==> config.mk <==
export PLATFORM = sky130hd
export DESIGN_NAME = tpw_walker
export DESIGN_NICKNAME = d
export VERILOG_FILES = /design/src/rtl/tpw_pkg.sv /design/src/rtl/tpw_walker.sv
export SDC_FILE = /design/constraint.sdc
export NUM_CORES = 1
export LEC_CHECK = 0
export BUFFER_PORTS_ARGS = -buffer_cell sky130_fd_sc_hd__buf_2
export CORE_UTILIZATION = 58
export CTS_BUF_LIST = sky130_fd_sc_hd__clkbuf_16
export CTS_CLUSTER_SIZE = 30
export DETAILED_ROUTE_END_ITERATION = 16
export HOLD_SLACK_MARGIN = 0.03
export PLACE_DENSITY = 0.95
export SYNTH_ARGS = -nofsm -noshare
export SYNTH_HDL_FRONTEND = slang
export SYNTH_SLANG_ARGS = --single-unit
==> constraint.sdc <==
create_clock -name sys_clk_i -period 3.5 [get_ports sys_clk_i]
set_input_delay 0.7 -clock sys_clk_i [delete_from_list [all_inputs] [get_ports sys_clk_i]]
set_output_delay 0.7 -clock sys_clk_i [all_outputs]
set_load 0.03 [all_outputs]
==> src/rtl/tpw_pkg.sv <==
/*
 * Shared constants of the two-level page walker: register map, entry
 * field positions, virtual address split, bus answers and walk states.
 * Assumes a 32-bit physical space and 32-bit little-endian table entries.
 */
package tpw_pkg;

	// Register byte offsets on the AXI4-Lite slave
	localparam logic [7:0] OFS_DIRBASE = 8'h00;
	localparam logic [7:0] OFS_CTRL    = 8'h04;
	localparam logic [7:0] OFS_STATUS  = 8'h08;
	localparam logic [7:0] OFS_PADDR   = 8'h0c;

	// Reset values
	localparam logic [31:0] RST_DIRBASE = 32'h0000_0000;
	localparam logic        RST_WP      = 1'b0;

	// Control and status bit positions
	localparam int CTRL_WP     = 0;
	localparam int STS_BUSY    = 0;
	localparam int STS_FLT_D   = 1;
	localparam int STS_FLT_I   = 2;
	localparam int STS_LOCK    = 3;
	localparam int STS_LARGE   = 4;

	// Table entry bit positions
	localparam int ENT_P  = 0;
	localparam int ENT_W  = 1;
	localparam int ENT_U  = 2;
	localparam int ENT_WT = 3;
	localparam int ENT_CI = 4;
	localparam int ENT_A  = 5;
	localparam int ENT_D  = 6;
	localparam int ENT_PS = 7;

	// Frame fields and virtual address split
	localparam int BASE_LSB  = 12;
	localparam int BIG_LSB   = 22;
	localparam int DIR_LSB   = 22;
	localparam int MID_LSB   = 12;

	// AXI response codes
	localparam logic [1:0] RESP_OKAY   = 2'b00;
	localparam logic [1:0] RESP_SLVERR = 2'b10;

	// Walk states, one-hot
	typedef enum logic [11:0] {
		ST_IDLE     = 12'h001,
		ST_RD_DIR   = 12'h002,
		ST_CHK_DIR  = 12'h004,
		ST_LRD_DIR  = 12'h008,
		ST_LCHK_DIR = 12'h010,
		ST_WR_DIR   = 12'h020,
		ST_DIR_DONE = 12'h040,
		ST_RD_TBL   = 12'h080,
		ST_CHK_TBL  = 12'h100,
		ST_LRD_TBL  = 12'h200,
		ST_LCHK_TBL = 12'h400,
		ST_WR_TBL   = 12'h800
	} tpw_state_type;

endpackage

==> src/rtl/tpw_walker.sv <==
/*
 * Two-level page walker with protection checks, accessed-flag update
 * under bus lock, fault reporting and page attribute pins.
 * Assumes the core holds a translation request until req_ready_o, the
 * memory port holds its answer for one mem_ready_i cycle, and software
 * programs the directory base over AXI4-Lite. All inputs share sys_clk_i.
 */
`timescale 1ns/1ps

module tpw_walker #(
	parameter int AXI_ADDR_W = 8
) (
	// Clock and reset
	input  wire logic                  sys_clk_i,
	input  wire logic                  rst_i,
	// Translation request from fetch and load/store units
	input  wire logic                  req_valid_i,
	output logic                       req_ready_o,
	input  wire logic [31:0]           req_vaddr_i,
	input  wire logic                  req_write_i,
	input  wire logic                  req_instr_i,
	input  wire logic                  req_user_i,
	input  wire logic                  req_locked_i,
	// Translation answer
	output logic                       resp_valid_o,
	output logic [31:0]                resp_paddr_o,
	output logic                       resp_fault_data_o,
	output logic                       resp_fault_instr_o,
	output logic                       page_cache_inhibit_out_o,
	output logic                       page_write_through_out_o,
	// External memory port for table entries
	output logic                       mem_valid_o,
	input  wire logic                  mem_ready_i,
	output logic                       mem_write_o,
	output logic [31:0]                mem_addr_o,
	output logic [31:0]                mem_wdata_o,
	input  wire logic [31:0]           mem_rdata_i,
	output logic                       mem_lock_o,
	output logic                       mem_uncached_o,
	// AXI4-Lite register slave
	input  wire logic [AXI_ADDR_W-1:0] s_axi_awaddr,
	input  wire logic                  s_axi_awvalid,
	output logic                       s_axi_awready,
	input  wire logic [31:0]           s_axi_wdata,
	input  wire logic [3:0]            s_axi_wstrb,
	input  wire logic                  s_axi_wvalid,
	output logic                       s_axi_wready,
	output logic [1:0]                 s_axi_bresp,
	output logic                       s_axi_bvalid,
	input  wire logic                  s_axi_bready,
	input  wire logic [AXI_ADDR_W-1:0] s_axi_araddr,
	input  wire logic                  s_axi_arvalid,
	output logic                       s_axi_arready,
	output logic [31:0]                s_axi_rdata,
	output logic [1:0]                 s_axi_rresp,
	output logic                       s_axi_rvalid,
	input  wire logic                  s_axi_rready
);

	if (AXI_ADDR_W < 4 || AXI_ADDR_W > 8)
		$error("tpw_walker: AXI_ADDR_W must lie in 4..8");

	////////////////////////////////////////////////////////////////////////////
	// Helpers

	// Protection check of one entry: {fault, forced data fault}
	function automatic logic [1:0] perm_check(input logic [31:0] e, input logic wr,
		input logic usr, input logic wp);
		logic [1:0] r;
		r = 2'b00;
		if (!e[tpw_pkg::ENT_P])
			r = 2'b10;
		else if (!e[tpw_pkg::ENT_W] && wr && (usr || wp))
			r = 2'b11;
		else if (!e[tpw_pkg::ENT_U] && usr)
			r = 2'b10;
		return r;
	endfunction

	// Byte-lane merge for register writes
	function automatic logic [31:0] lane_merge(input logic [31:0] old, input logic [31:0] nw,
		input logic [3:0] strb);
		logic [31:0] r;
		r = old;
		for (int i = 0; i < 4; i++)
			if (strb[i])
				r[i*8 +: 8] = nw[i*8 +: 8];
		return r;
	endfunction

	////////////////////////////////////////////////////////////////////////////
	// Registers

	tpw_pkg::tpw_state_type st_q, st_d;
	logic [31:0] dirbase_q;
	logic        wp_q;
	logic [31:0] vaddr_q;
	logic        wr_q, instr_q, user_q, locked_q;
	logic [31:0] dir_q, dir_d, tbl_q, tbl_d;
	logic        was_clr_q, was_clr_d;
	logic        lock_q, lock_d;
	logic [31:0] maddr_q, maddr_d, mwdata_q, mwdata_d;
	logic        mwrite_q, mwrite_d;
	logic        fin_d, flt_d, fdata_d, large_d;
	logic [31:0] paddr_d;
	logic        pcd_d, pwt_d;
	logic        resp_valid_q, fdata_q, finstr_q, pcd_q, pwt_q, large_q;
	logic [31:0] paddr_q;

	////////////////////////////////////////////////////////////////////////////
	// Decodes

	// Byte 0 of the word sits in bits 7:0 whatever the data byte order
	wire logic [31:0] entry_rd  = mem_rdata_i;
	wire logic        mem_ack   = mem_valid_o && mem_ready_i;
	wire logic        take_req  = req_valid_i && req_ready_o;
	// Formed from the incoming request so the address register is right before the first read
	wire logic [31:0] dir_addr  = {dirbase_q[31:tpw_pkg::BASE_LSB],
		req_vaddr_i[31:tpw_pkg::DIR_LSB], 2'b00};
	wire logic [31:0] tbl_addr  = {dir_q[31:tpw_pkg::BASE_LSB],
		vaddr_q[tpw_pkg::DIR_LSB-1:tpw_pkg::MID_LSB], 2'b00};
	wire logic [1:0]  dir_chk   = perm_check(dir_q, wr_q, user_q, wp_q);
	// Table entry rights narrowed by the directory entry
	wire logic [31:0] tbl_eff   = {tbl_q[31:3],
		tbl_q[tpw_pkg::ENT_U] & dir_q[tpw_pkg::ENT_U],
		tbl_q[tpw_pkg::ENT_W] & dir_q[tpw_pkg::ENT_W], tbl_q[tpw_pkg::ENT_P]};
	wire logic [1:0]  tbl_chk   = perm_check(tbl_eff, wr_q, user_q, wp_q);
	wire logic [31:0] big_pa    = {dir_q[31:tpw_pkg::BIG_LSB],
		vaddr_q[tpw_pkg::BIG_LSB-1:0]};
	wire logic [31:0] small_pa  = {tbl_q[31:tpw_pkg::BASE_LSB],
		vaddr_q[tpw_pkg::BASE_LSB-1:0]};

	////////////////////////////////////////////////////////////////////////////
	// Walk state machine

	always_comb
	begin
		st_d      = st_q;
		dir_d     = dir_q;
		tbl_d     = tbl_q;
		was_clr_d = was_clr_q;
		lock_d    = lock_q;
		maddr_d   = maddr_q;
		mwdata_d  = mwdata_q;
		mwrite_d  = mwrite_q;
		fin_d     = 1'b0;
		flt_d     = 1'b0;
		fdata_d   = 1'b0;
		large_d   = 1'b0;
		paddr_d   = 32'h0000_0000;
		pcd_d     = 1'b0;
		pwt_d     = 1'b0;
		case (st_q)
			tpw_pkg::ST_IDLE:
				if (take_req)
				begin
					st_d     = tpw_pkg::ST_RD_DIR;
					mwrite_d = 1'b0;
					maddr_d  = dir_addr; // Address stands from the first valid cycle
					lock_d   = 1'b0; // A lock left by a locked table fault ends here
				end
			tpw_pkg::ST_RD_DIR, tpw_pkg::ST_LRD_DIR:
			begin
				if (mem_ack)
				begin
					dir_d = entry_rd;
					st_d  = (st_q == tpw_pkg::ST_RD_DIR) ? tpw_pkg::ST_CHK_DIR : tpw_pkg::ST_LCHK_DIR;
				end
			end
			tpw_pkg::ST_CHK_DIR:
			begin
				was_clr_d = !dir_q[tpw_pkg::ENT_A];
				if (dir_chk[1])
				begin
					flt_d   = 1'b1;
					fdata_d = dir_chk[0];
				end
				else if (!dir_q[tpw_pkg::ENT_A] && locked_q)
					flt_d = 1'b1;
				else if (dir_q[tpw_pkg::ENT_PS] && wr_q && !dir_q[tpw_pkg::ENT_D])
				begin
					flt_d   = 1'b1;
					fdata_d = 1'b1;
				end
				else if (!dir_q[tpw_pkg::ENT_A])
				begin
					lock_d = 1'b1;
					st_d   = tpw_pkg::ST_LRD_DIR;
				end
				else
					st_d = tpw_pkg::ST_DIR_DONE;
			end
			tpw_pkg::ST_LCHK_DIR:
				if (dir_chk[1])
				begin
					flt_d   = 1'b1;
					fdata_d = dir_chk[0];
				end
				else
				begin
					st_d     = tpw_pkg::ST_WR_DIR;
					mwrite_d = 1'b1;
					mwdata_d = dir_q | (32'h1 << tpw_pkg::ENT_A);
				end
			tpw_pkg::ST_WR_DIR:
				if (mem_ack)
				begin
					lock_d   = 1'b0;
					mwrite_d = 1'b0;
					st_d     = tpw_pkg::ST_DIR_DONE;
				end
			tpw_pkg::ST_DIR_DONE:
				if (dir_q[tpw_pkg::ENT_PS])
				begin
					fin_d   = 1'b1;
					large_d = 1'b1;
					paddr_d = big_pa;
					pcd_d   = dir_q[tpw_pkg::ENT_CI];
					pwt_d   = dir_q[tpw_pkg::ENT_WT];
				end
				else
				begin
					lock_d  = was_clr_q;
					maddr_d = tbl_addr;
					st_d    = tpw_pkg::ST_RD_TBL;
				end
			tpw_pkg::ST_RD_TBL, tpw_pkg::ST_LRD_TBL:
			begin
				if (mem_ack)
				begin
					tbl_d = entry_rd;
					st_d  = (st_q == tpw_pkg::ST_RD_TBL) ? tpw_pkg::ST_CHK_TBL : tpw_pkg::ST_LCHK_TBL;
				end
			end
			tpw_pkg::ST_CHK_TBL:
				if (tbl_chk[1])
				begin
					flt_d   = 1'b1;
					fdata_d = tbl_chk[0];
				end
				else if (!tbl_q[tpw_pkg::ENT_A] && locked_q)
				begin
					flt_d  = 1'b1;
					lock_d = 1'b1;
				end
				else if (wr_q && !tbl_q[tpw_pkg::ENT_D])
				begin
					flt_d   = 1'b1;
					fdata_d = 1'b1;
				end
				else if (!was_clr_q && tbl_q[tpw_pkg::ENT_A])
				begin
					fin_d   = 1'b1;
					paddr_d = small_pa;
					pcd_d   = tbl_q[tpw_pkg::ENT_CI];
					pwt_d   = tbl_q[tpw_pkg::ENT_WT];
				end
				else if (!lock_q)
				begin
					lock_d = 1'b1;
					st_d   = tpw_pkg::ST_LRD_TBL;
				end
				else
					st_d = tpw_pkg::ST_LCHK_TBL;
			tpw_pkg::ST_LCHK_TBL:
				if (tbl_chk[1])
				begin
					flt_d   = 1'b1;
					fdata_d = tbl_chk[0];
				end
				else
				begin
					st_d     = tpw_pkg::ST_WR_TBL;
					mwrite_d = 1'b1;
					mwdata_d = tbl_q | (32'h1 << tpw_pkg::ENT_A);
				end
			tpw_pkg::ST_WR_TBL:
				if (mem_ack)
				begin
					lock_d   = 1'b0;
					mwrite_d = 1'b0;
					fin_d    = 1'b1;
					paddr_d  = small_pa;
					pcd_d    = tbl_q[tpw_pkg::ENT_CI];
					pwt_d    = tbl_q[tpw_pkg::ENT_WT];
				end
			default:
				st_d = tpw_pkg::ST_IDLE;
		endcase
		// A fault ends the walk; the locked table-accessed fault keeps the lock
		if (flt_d)
		begin
			fin_d = 1'b1;
			st_d  = tpw_pkg::ST_IDLE;
			if (!(st_q == tpw_pkg::ST_CHK_TBL && !tbl_chk[1] && locked_q && !tbl_q[tpw_pkg::ENT_A]))
				lock_d = 1'b0;
		end
		if (fin_d)
			st_d = tpw_pkg::ST_IDLE;
	end

	// Walk registers
	always_ff @(posedge sys_clk_i)
	begin
		if (rst_i)
		begin
			st_q      <= tpw_pkg::ST_IDLE;
			dir_q     <= 32'h0000_0000;
			tbl_q     <= 32'h0000_0000;
			was_clr_q <= 1'b0;
			lock_q    <= 1'b0;
			maddr_q   <= 32'h0000_0000;
			mwdata_q  <= 32'h0000_0000;
			mwrite_q  <= 1'b0;
		end
		else
		begin
			st_q      <= st_d;
			dir_q     <= dir_d;
			tbl_q     <= tbl_d;
			was_clr_q <= was_clr_d;
			lock_q    <= lock_d;
			maddr_q   <= maddr_d;
			mwdata_q  <= mwdata_d;
			mwrite_q  <= mwrite_d;
		end
	end

	// Request capture; the reference is frozen for the whole walk
	always_ff @(posedge sys_clk_i)
	begin
		if (rst_i)
		begin
			vaddr_q  <= 32'h0000_0000;
			wr_q     <= 1'b0;
			instr_q  <= 1'b0;
			user_q   <= 1'b0;
			locked_q <= 1'b0;
		end
		else if (take_req)
		begin
			vaddr_q  <= req_vaddr_i;
			wr_q     <= req_write_i;
			instr_q  <= req_instr_i;
			user_q   <= req_user_i;
			locked_q <= req_locked_i;
		end
	end

	// Answer registers; attribute pins hold until the next translation without a fault ends
	always_ff @(posedge sys_clk_i)
	begin
		if (rst_i)
		begin
			resp_valid_q <= 1'b0;
			fdata_q      <= 1'b0;
			finstr_q     <= 1'b0;
			paddr_q      <= 32'h0000_0000;
			pcd_q        <= 1'b0;
			pwt_q        <= 1'b0;
			large_q      <= 1'b0;
		end
		else
		begin
			resp_valid_q <= fin_d;
			if (fin_d)
			begin
				fdata_q  <= flt_d && (fdata_d || !instr_q);
				finstr_q <= flt_d && !fdata_d && instr_q;
				large_q  <= large_d;
				if (!flt_d)
				begin
					paddr_q <= paddr_d;
					pcd_q   <= pcd_d;
					pwt_q   <= pwt_d;
				end
			end
		end
	end

	// Memory and core side outputs
	assign req_ready_o              = (st_q == tpw_pkg::ST_IDLE);
	assign resp_valid_o             = resp_valid_q;
	assign resp_paddr_o             = paddr_q;
	assign resp_fault_data_o        = fdata_q && resp_valid_q;
	assign resp_fault_instr_o       = finstr_q && resp_valid_q;
	assign page_cache_inhibit_out_o = pcd_q;
	assign page_write_through_out_o = pwt_q;
	assign mem_valid_o              = (st_q == tpw_pkg::ST_RD_DIR) || (st_q == tpw_pkg::ST_LRD_DIR)
		|| (st_q == tpw_pkg::ST_WR_DIR) || (st_q == tpw_pkg::ST_RD_TBL)
		|| (st_q == tpw_pkg::ST_LRD_TBL) || (st_q == tpw_pkg::ST_WR_TBL);
	assign mem_write_o              = mwrite_q;
	assign mem_addr_o               = maddr_q;
	assign mem_wdata_o              = mwdata_q;
	assign mem_lock_o               = lock_q;
	assign mem_uncached_o           = mem_valid_o;

	////////////////////////////////////////////////////////////////////////////
	// AXI4-Lite slave

	logic                  aw_got_q, w_got_q, bvalid_q, rvalid_q;
	logic [AXI_ADDR_W-1:0] awaddr_q;
	logic [31:0]           wdata_q, rdata_q;
	logic [3:0]            wstrb_q;
	logic [1:0]            bresp_q, rresp_q;

	// Address decode; only the low byte of the address selects a register
	wire logic [7:0] wa8     = 8'(awaddr_q);
	wire logic [7:0] ra8     = 8'(s_axi_araddr);
	wire logic       do_wr   = aw_got_q && w_got_q && !bvalid_q;
	wire logic       wr_base = do_wr && (wa8 == tpw_pkg::OFS_DIRBASE);
	wire logic       wr_ctrl = do_wr && (wa8 == tpw_pkg::OFS_CTRL);
	wire logic       wr_ok   = (wa8 == tpw_pkg::OFS_DIRBASE) || (wa8 == tpw_pkg::OFS_CTRL);
	wire logic       rd_hs   = s_axi_arvalid && s_axi_arready;
	wire logic [31:0] status = {27'h0, large_q, lock_q, finstr_q, fdata_q, !req_ready_o};
	logic [31:0] rd_mux;
	logic        rd_ok;

	// Read decode; unmapped offsets read zero with an error answer
	always_comb
	begin
		rd_mux = 32'h0000_0000;
		rd_ok  = 1'b1;
		if (ra8 == tpw_pkg::OFS_DIRBASE)
			rd_mux = dirbase_q;
		else if (ra8 == tpw_pkg::OFS_CTRL)
			rd_mux = {31'h0, wp_q};
		else if (ra8 == tpw_pkg::OFS_STATUS)
			rd_mux = status;
		else if (ra8 == tpw_pkg::OFS_PADDR)
			rd_mux = paddr_q;
		else
			rd_ok = 1'b0;
	end

	// Write channels are taken in either order, answered once both are in
	always_ff @(posedge sys_clk_i)
	begin
		if (rst_i)
		begin
			aw_got_q <= 1'b0;
			w_got_q  <= 1'b0;
			bvalid_q <= 1'b0;
			bresp_q  <= tpw_pkg::RESP_OKAY;
			awaddr_q <= '0;
			wdata_q  <= 32'h0000_0000;
			wstrb_q  <= 4'h0;
		end
		else
		begin
			if (s_axi_awvalid && s_axi_awready)
			begin
				aw_got_q <= 1'b1;
				awaddr_q <= s_axi_awaddr;
			end
			if (s_axi_wvalid && s_axi_wready)
			begin
				w_got_q <= 1'b1;
				wdata_q <= s_axi_wdata;
				wstrb_q <= s_axi_wstrb;
			end
			if (do_wr)
			begin
				aw_got_q <= 1'b0;
				w_got_q  <= 1'b0;
				bvalid_q <= 1'b1;
				bresp_q  <= wr_ok ? tpw_pkg::RESP_OKAY : tpw_pkg::RESP_SLVERR;
			end
			else if (s_axi_bready)
				bvalid_q <= 1'b0;
		end
	end

	// Software registers; the base may change mid walk, taking effect next walk
	always_ff @(posedge sys_clk_i)
	begin
		if (rst_i)
		begin
			dirbase_q <= tpw_pkg::RST_DIRBASE;
			wp_q      <= tpw_pkg::RST_WP;
		end
		else
		begin
			if (wr_base)
				dirbase_q <= lane_merge(dirbase_q, wdata_q, wstrb_q) & 32'hffff_f000;
			if (wr_ctrl && wstrb_q[0])
				wp_q <= wdata_q[tpw_pkg::CTRL_WP];
		end
	end

	// Read channel
	always_ff @(posedge sys_clk_i)
	begin
		if (rst_i)
		begin
			rvalid_q <= 1'b0;
			rdata_q  <= 32'h0000_0000;
			rresp_q  <= tpw_pkg::RESP_OKAY;
		end
		else if (rd_hs)
		begin
			rvalid_q <= 1'b1;
			rdata_q  <= rd_mux;
			rresp_q  <= rd_ok ? tpw_pkg::RESP_OKAY : tpw_pkg::RESP_SLVERR;
		end
		else if (s_axi_rready)
			rvalid_q <= 1'b0;
	end

	assign s_axi_awready = !aw_got_q && !bvalid_q;
	assign s_axi_wready  = !w_got_q && !bvalid_q;
	assign s_axi_bvalid  = bvalid_q;
	assign s_axi_bresp   = bresp_q;
	assign s_axi_arready = !rvalid_q;
	assign s_axi_rvalid  = rvalid_q;
	assign s_axi_rdata   = rdata_q;
	assign s_axi_rresp   = rresp_q;

endmodule // tpw_walker
# After elaboration in Yosys (flattened, before gate mapping)

Cells that the tools add are included.

Bits in registers: 312
Bits in latches: 0
RAM bits: 0
Memory bits (read-only): 0
Input bits: 129
Output and inout bits: 147
Word-level logic and storage cells: 258
Memories kept: 0

$add $sub $neg: 0
Multiply operators: 0
Divide/modulo/power cells: 0
$lt $le $gt $ge: 0
Equality and inequality tests: 31
Shift operators: 0
Muxes and demuxes: 110
Bitwise operators: 4
Reduce and logical (&&, ||, !) cells: 79

Operators by type and width:

| cell                                                                    | number |
|---|---|
| 32-bit 2-to-1 mux                                                       | 14 |
| 12-bit 2-to-1 mux                                                       | 14 |
| 32-bit case mux with 2 select lines                                     | 2 |
| 12-bit case mux with 10 select lines                                    | 1 |
| 32-bit case mux with 3 select lines                                     | 1 |
| 1-bit 2-to-1 mux                                                        | 59 |
| 1-bit logical AND                                                       | 32 |
| 2-bit inequality test, second input constant                            | 13 |
| 11-bit 2-to-1 mux                                                       | 2 |
| 1-bit zero test                                                         | 17 |
| 8-bit by 3-bit equality test with 1-bit output, second input constant   | 2 |
| 8-bit by 4-bit equality test with 1-bit output, second input constant   | 2 |
| 8-bit zero test                                                         | 2 |
| 2-bit 2-to-1 mux                                                        | 8 |
| 15-bit AND reduction                                                    | 1 |
| 12-bit by 1-bit equality test with 1-bit output, second input constant  | 1 |
| 12-bit by 10-bit equality test with 1-bit output, second input constant | 1 |
| 12-bit by 11-bit equality test with 1-bit output, second input constant | 1 |
| 12-bit equality test, second input constant                             | 1 |
| 12-bit by 2-bit equality test with 1-bit output, second input constant  | 1 |
| 12-bit by 3-bit equality test with 1-bit output, second input constant  | 1 |
| 12-bit by 4-bit equality test with 1-bit output, second input constant  | 1 |
| 12-bit by 5-bit equality test with 1-bit output, second input constant  | 1 |
| 12-bit by 6-bit equality test with 1-bit output, second input constant  | 1 |
| other kinds (19)                                                        | 45 |

# Longest topological paths before layout

Gate-level depths: netlist of the first run.

Depth in word-level cells: 12
Gate-level depth with buffers: 9
Gate-level depth less buffers: 6

# Worst setup path after synthesis of the first run

OpenSTA, ideal clock, no wires.

Path type: register -> output
Start point: register st_q[0]
End point: output port mem_valid_o
Arrival time: 2.069 ns
Data required time: 2.800 ns
Slack: 0.731 ns
Cell stages (with the launch flop): 6
Path buffers: 2
Cells stage by stage: dfxtp_1 buf_2 nor4_1 nand3_1 o21ai_0 buf_4

Longest elaborated chain between the ends: 6
Elaborated cells on any way between the ends: 11
Classes of those cells: 6 x eq/ne; 5 x reduce/logical

RTL lines:

| what                                                                                                                      | line              | RTL |
|---|---|---|
| start, declared                                                                                                           | tpw_walker.sv:94  | `tpw_pkg::tpw_state_type st_q, st_d;` |
| start signal, assigned                                                                                                    | tpw_walker.sv:307 | `st_q <= tpw_pkg::ST_IDLE;` |
| start signal, assigned                                                                                                    | tpw_walker.sv:318 | `st_q <= st_d;` |
| 12-bit by 2-bit equality test with 1-bit output / 12-bit by 4-bit equality test with 1-bit output (equally long branches) | tpw_walker.sv:389 | `assign mem_valid_o = (st_q == tpw_pkg::ST_RD_DIR) \|\| (st_q == tpw_pkg::ST_LRD_DIR)` |
| 1-bit logical OR                                                                                                          | tpw_walker.sv:389 |  |
| 1-bit logical OR (2 in a row)                                                                                             | tpw_walker.sv:390 | `\|\| (st_q == tpw_pkg::ST_WR_DIR) \|\| (st_q == tpw_pkg::ST_RD_TBL)` |
| 1-bit logical OR                                                                                                          | tpw_walker.sv:391 | `\|\| (st_q == tpw_pkg::ST_LRD_TBL) \|\| (st_q == tpw_pkg::ST_WR_TBL);` |
| 1-bit logical OR (*)                                                                                                      | tpw_walker.sv:391 |  |
| end, declared                                                                                                             | tpw_walker.sv:32  | `output logic mem_valid_o,` |

Every way passes the cells marked *; elsewhere a longest branch is shown, timed or not.

# Final worst setup path of the first run

Start point: register st_q[5]
End point: output port mem_valid_o

Same word-level chain as after synthesis.

==> impl_results.md, run 1 <==
- Outcome: finished, final reports clean
- H-tree Lvls: 1
- Final nets: 1788
- CORE AREA: 0.01972 sq mm
- Min-delay worst type: in -> reg
- Buf/Inv on CP: 1
- Via count: 11440
- CTS buffer count: 30
- Slew headroom: 0.2638
- Async SR Flop Fraction: 0
- Setup Crit Path Kind: reg -> out
- Ys flop type: dfxtp_1
- Grt total ovfl: 0
- Die width: 144.9 um
- RSZ-0062 raised after global routing: false
- Num rows: 51
- Synth warn: 0
- Syn Inst Count: 1457
- FF+latch area: 0.005946 sq mm
- Root buf cell: clkbuf_16
- P_leak: 5.754 nW
- Crit Path Max Fanout: 9
- Slowest stage delay, CP: 0.57 ns
- Clk Latency, worst-skew pair: 0.54 ns
- Mean routed wirelength per cell: 17.92 um
- Share of the synthesized area in the top cell type: 0.5019
- Remaining antenna violation count: 0
- Period Utilization, post-route: 0.8694
- Die height: 144.9 um
- Initial antenna violation count: 4
- CP Launch Type: register
- Layout cell share with drive strength beyond 1: 0.2109
- Vias per cell: 5.868
- Mapped cell area: 0.01185 sq mm
- Die ar.: 0.02100 sq mm
- DP Wirelength: 23770 um
- Clk slew on worst S/H paths: 0.06 ns
- Layout area overhead: 20.79%
- Fmax: 328.7 MHz
- Final GP Congestion: 0.9521
- PortBufs: 260
- Cts-stage hold buffer count: 0
- VDD IR max: 444.8 uV
- Largest net degree at the start of global routing: 188
- Vias in the first global route: 10770
- Initial core utilization: 0.6008
- Multi-input logic area: 0.005399 sq mm
- Largest area contributor in the netlist: dfxtp_1
- Synth top area cells: dfxtp_1 50%, nand2_1 14%, a21oi_1 9.2%
- EDFF count, synth: 0
- GRT Overall Usage: 0.3207
- Synthesized area per cell: 8.131 sq um
- TritonCTS Sinks: 297
- Detailed Route Iter0 Violations: 952
- Non-Filler Instances: 1950
- Clock buffer depth: 3
- Crit-path slowest cell: nor4_4
- Setup TNS: 0 ns
- CTS tree: yes
- Critical path's top delay family: simple AND/OR/NAND/NOR gates
- Critical Path End Type: output port
- Worst-Margin Slew: 1.102 ns
- Post-synth top cells: 429 x nand2_1, 297 x dfxtp_1, 217 x a21oi_1
- Synth Register Bits: 297
- Skew final: 0.01170 ns
- Fillers: 1424
- Post-synthesis sequential area ratio: 0.5019
- Library cells used by synthesis: 61
- Final slew viol count: 0
- Arrival time worst endpoint: 2.34 ns
- CP required: 2.80 ns
- Drt drc: 0
- Number of instances in the placed design: 1892
- Most numerous cell in the Yosys netlist: nand2_1
- PostCTS Resize Cnt: 0
- Cell breakdown of the critical path: nor4_4 > and2_1 > a31oi_1 > o21ai_0 > buf_2
- Power per cell area: 531.1 mW/mm^2
- Io pins: 276
- Post-layout minimum cycle time: 3.043 ns
- Total detailed-routing wirelength: 34950 um
- Max cap viols: 0
- Post-CTS Setup Inserts: 0
- Global-route wire length before repair: 55160 um
- Drt pass-1 iters: 5
- Final Hold Viols: 0
- Setup violations, final: 0
-- sequential cells by signal, indices dropped and copies added, names as in the netlist, 4 cells and up --
signal        count
st_q             12
mem_wdata_o      32
tbl_q            32
vaddr_q          22
wstrb_q           4
dir_q            32
dirbase_q        20
wdata_q          21
s_axi_rdata      32
resp_paddr_o     32
awaddr_q          8
mem_addr_o       30
-- routing by layer --
layer / vias up / wire (um) / track usage
li1: 5377 / - / -
met1: 5357 / 13570 / 0.3934
met2: 594 / 16980 / 0.5423
met3: 111 / 2941 / 0.06038
met4: 4 / 1436 / 0.1500
met5: - / 23 / 0
-- area by class of cell --
cell class,instances,share of cell area
tap,265,0.02317
inverter,10,0.002623
multi-input combinational,1035,0.3773
sequential,297,0.4155
timing repair buffer,285,0.1073
antenna,2,0.0003498
clock buffer,31,0.05421
clock inverter,25,0.01950
-- through the flow --
stage               utilization  worst slack [ns]  total power [mW]  hold slack [ns]  area (sq um)
finish                   0.7257            0.4573             7.599           0.3507         14310
global route             0.7257            0.3447             7.829           0.3367         14310
CTS                      0.7254            0.4550             7.617           0.3401         14300
detailed placement       0.6719            0.6705             4.275           0.4449         13250
global placement         0.6719            0.6880             4.252           0.4389         13250
floorplan                     -            0.7311             4.049           0.4319         11860
-- cells by family after synthesis --
family / share of synthesized area
other: 0.0003166
xor gates and xnor gates: 0.003696
muxes: 0.03264
DFF: 0.5019
buffers and inverters: 0.04689
and+or+nand+nor: 0.2257
AOI/OAI and AO/OA: 0.1888
-- cells in the final DEF (no fill, tap or decap), drive strengths merged, types with 2 or more instances in the layout --
master / synthesis / final
o21bai: 2 / 2
dfxtp: 297 / 297
conb: 1 / 4
a211oi: 33 / 33
nor4b: 4 / 4
nand4b: 2 / 2
o21ai: 7 / 7
and3: 6 / 6
nand2b: 11 / 11
clkbuf: 79 / 32
nor3: 12 / 12
and4: 2 / 2
nor2: 101 / 101
a311oi: 29 / 29
diode: 0 / 2
nor4: 10 / 10
nand2: 429 / 429
a22oi: 54 / 54
a31oi: 5 / 5
mux2i: 33 / 33
xnor2: 4 / 4
and2: 11 / 11
nor2b: 7 / 7
bufinv: 0 / 6
buf: 39 / 284
clkinvlp: 0 / 3
nand4: 5 / 5
mux2: 5 / 5
and3b: 2 / 2
a21oi: 217 / 217
nor3b: 3 / 3
clkinv: 0 / 14
nand3b: 4 / 4
o211ai: 2 / 2
inv: 10 / 12
nand3: 11 / 11
or4: 3 / 3
-- path summary, 6_finish.rpt --
kind	start	end	slack (ns)	cells after the start
worst max-delay path	st_q[5]$_SDFFE_PP0P_	mem_valid_o	0.46	5
worst max register to register	st_q[5]$_SDFFE_PP0P_	resp_paddr_o[11]$_SDFFE_PP0P_	0.57	6
worst min register to register	vaddr_q[7]$_SDFFE_PP0P_	vaddr_q[7]$_SDFFE_PP0P_	0.45	2
worst min-delay path	s_axi_rready	s_axi_rvalid$_SDFFE_PP0P_	0.35	2
-- report_power, final --
part           total (mW)  switching (mW)  internal [mW]
Combinational       0.644           0.437          0.207
Sequential           3.57          0.0837           3.49
Clock                3.38            1.34           2.05
Total                7.60            1.86           5.74
No activity file was read; power rests on OpenSTA's default activity.
==> run 2: changes to the inputs <==
Settings changed: CORE_MARGIN set to 10, CORE_UTILIZATION 58 to 54, PLACE_DENSITY 0.95 to 0.9.
Clock period 3.5 ns to 3.1 ns, I/O delays scaled along.
==> run 2 against run 1 <==
Sequential cell count stayed put. Critical path depth unchanged. Wire length is 7.0% higher. Die area grew 35%. Clock skew decreased by 0.0011 ns. Combinational power up 14%. Power rose by 13%. Non-clock buffer count up 4. Clock-buffer cell count fell by 1.
==> impl_results.md, run 2 (synthesis results as in run 1) <==
- Outcome: finished, final reports clean
- Die width: 168.1 um (+16%)
- VDD IR max: 454.6 uV (+2.2%)
- Slew headroom: 0.2800 (+0.01616)
- Total power: 8.604 mW (+13%)
- PortBufs: 260 (unchanged)
- FF-to-FF End: resp_paddr_o[18]$_SDFFE_PP0P_
- Final GP Congestion: 0.9347 (-1.8%)
- Die ar.: 0.02826 sq mm (+35%)
- Commonest cells after routing, fill and taps aside: 429 x nand2_1, 297 x dfxtp_1, 259 x buf_2
- CTS buffer count: 30 (unchanged)
- Worst-Margin Slew: 1.077 ns (-0.02419 ns)
- P_leak: 5.785 nW (+0.55%)
- Vias per cell: 5.744 (-2.1%)
- Layout cell share with drive strength beyond 1: 0.2094 (-0.001562)
- DP Wirelength: 26130 um (+9.9%)
- Crit Path Max Fanout: 8 (-1)
- CP Launch Type: register
- Layout area overhead: 21.34%
- Critical Path End Type: output port
- Cts-stage hold buffer count: 0 (unchanged)
- Hold path start: s_axi_rready
- PostCTS Resize Cnt: 0 (unchanged)
- Largest net degree at the start of global routing: 104 (-45%)
- Fmax: 336.3 MHz
- Worst r2r src: st_q[3]$_SDFFE_PP0P_
- Total detailed-routing wirelength: 37410 um (+7.0%)
- Power per cell area: 598.6 mW/mm^2 (+13%)
- Skew final: 0.01064 ns (-0.001051 ns)
- TritonCTS Sinks: 297 (unchanged)
- Finished Cell Area: 0.01437 sq mm (+0.45%)
- Commonest non-fill, non-tap cell in the layout: nand2_1
- Worst R2R Setup Slack: 0.45 ns (-0.12 ns)
- Clk Latency, worst-skew pair: 0.55 ns (about the same)
- Reg2reg path depth: 6 (unchanged)
- Clk slew on worst S/H paths: 0.06 ns (about the same)
- Die height: 168.1 um (+16%)
- H-tree Lvls: 1 (unchanged)
- Post-layout minimum cycle time: 2.973 ns
- Setup violations, final: 0 (unchanged)
- Final slew viol count: 0 (unchanged)
- Global-route wire length before repair: 59090 um (+7.1%)
- Max cap viols: 0 (unchanged)
- Initial antenna violation count: 4 (unchanged)
- Via count: 11320 (-1.1%)
- GRT Overall Usage: 0.2499 (-0.07073)
- Placed Area: 0.01331 sq mm (+0.46%)
- Final core utilization: 0.6627 (-0.06294)
- Mean routed wirelength per cell: 18.99 um (+6.0%)
- Grt total ovfl: 0 (unchanged)
- Initial core utilization: 0.5462 (-0.05459)
- CORE AREA: 0.02169 sq mm (+10%)
- Post-CTS Setup Inserts: 0 (unchanged)
- Final Hold Viols: 0 (unchanged)
- RSZ-0062 raised after global routing: false
- Worst hold margin: 0.2532 ns (-0.09748 ns)
- CTS tree: yes
- Setup TNS: 0 ns (unchanged)
- Final nets: 1792 (+0.22%)
- Hold Path End: s_axi_rvalid$_SDFFE_PP0P_
- Min-delay worst type: in -> reg
- Remaining antenna violation count: 0 (unchanged)
- Drt drc: 0 (unchanged)
- CP required: 2.48 ns (-0.32 ns)
- Io pins: 276 (unchanged)
- Clock buffer depth: 3 (unchanged)
- Setup Crit Path Kind: reg -> out
- Root buf cell: clkbuf_16
- Period Utilization, post-route: 0.9591
- Arrival time worst endpoint: 2.35 ns (about the same)
- Drt pass-1 iters: 6 (+1)
- Detailed Route Iter0 Violations: 1163 (+22%)
- Vias in the first global route: 11130 (+3.3%)
- Num rows: 54 (+5.9%)
- WHS Path Cells: 2 (unchanged)
run 2: cell types whose count changed in the layout (fill, tap and decap cells not counted), sizes merged:
cell      change
buf           +4
clkinv        -4
inv           +4
diode         +2
bufinv        +1
clkbuf        -1
clkinvlp      -1
run 2: worst max-delay path, cell delays in order, from the launching register on:
cell and delay [ns]:
dfxtp_1 0.42, nor4_4 0.53, and4_1 0.35, a31oi_1 0.07
o21ai_0 0.17, buf_2 0.26
run 2: where the power goes:
part / internal, mW / total [mW] / switching [mW] / leakage [nW]
Sequential: 3.94 / 4.03 / 0.0933 / 2.41
Clock: 2.34 / 3.84 / 1.50 / 0.531
Combinational: 0.241 / 0.737 / 0.495 / 2.85
Total: 6.51 / 8.60 / 2.09 / 5.79
run 2: through the flow:
| step | std cells | worst slack [ns] |
|---|---|---|
| 2_1_floorplan | 1460 | 0.4111 |
| 3_3_place_gp | 1911 | 0.5489 |
| 3_5_place_dp | 1911 | 0.5375 |
| 4_1_cts | 1966 | 0.1368 |
| 5_1_grt | 1969 | 0.02779 |
| 6_report | 1970 | 0.1268 |
run 2: per-layer routing:
metal | up-vias | part of all wire | track usage
li1 | 5392 | - | -
met1 | 5321 | 0.39 | 0.3027
met2 | 505 | 0.48 | 0.4190
met3 | 98 | 0.086 | 0.05425
met4 | 0 | 0.038 | 0.1079
met5 | - | 0 | 0
run 2: worst max path at each step:
stage	startpoint	end	slack, ns	cells after the start
3_3_place_gp	st_q[3]$_SDFFE_PP0P_	finstr_q$_SDFFE_PP0P_	0.55	6
6_report	st_q[3]$_SDFFE_PP0P_	mem_uncached_o	0.13	5
3_5_place_dp	st_q[3]$_SDFFE_PP0P_	resp_paddr_o[7]$_SDFFE_PP0P_	0.54	6
4_1_cts	st_q[3]$_SDFFE_PP0P_	mem_uncached_o	0.14	5
5_1_grt	st_q[0]$_SDFFE_PP1P_	mem_valid_o	0.03	4
2_1_floorplan	st_q[0]$_SDFFE_PP1P_	mem_valid_o	0.41	5
run 2: cell type report:
type / instances / area (sq um)
Fill cell: 1749 / 7315
Sequential cell: 297 / 5946
Multi-Input combinational cell: 1035 / 5399
Timing Repair Buffer: 289 / 1578
Clock buffer: 30 / 750.7
Tap cell: 280 / 350.3
Clock inverter: 25 / 302.8
Inverter: 10 / 37.54
Antenna cell: 4 / 10.01
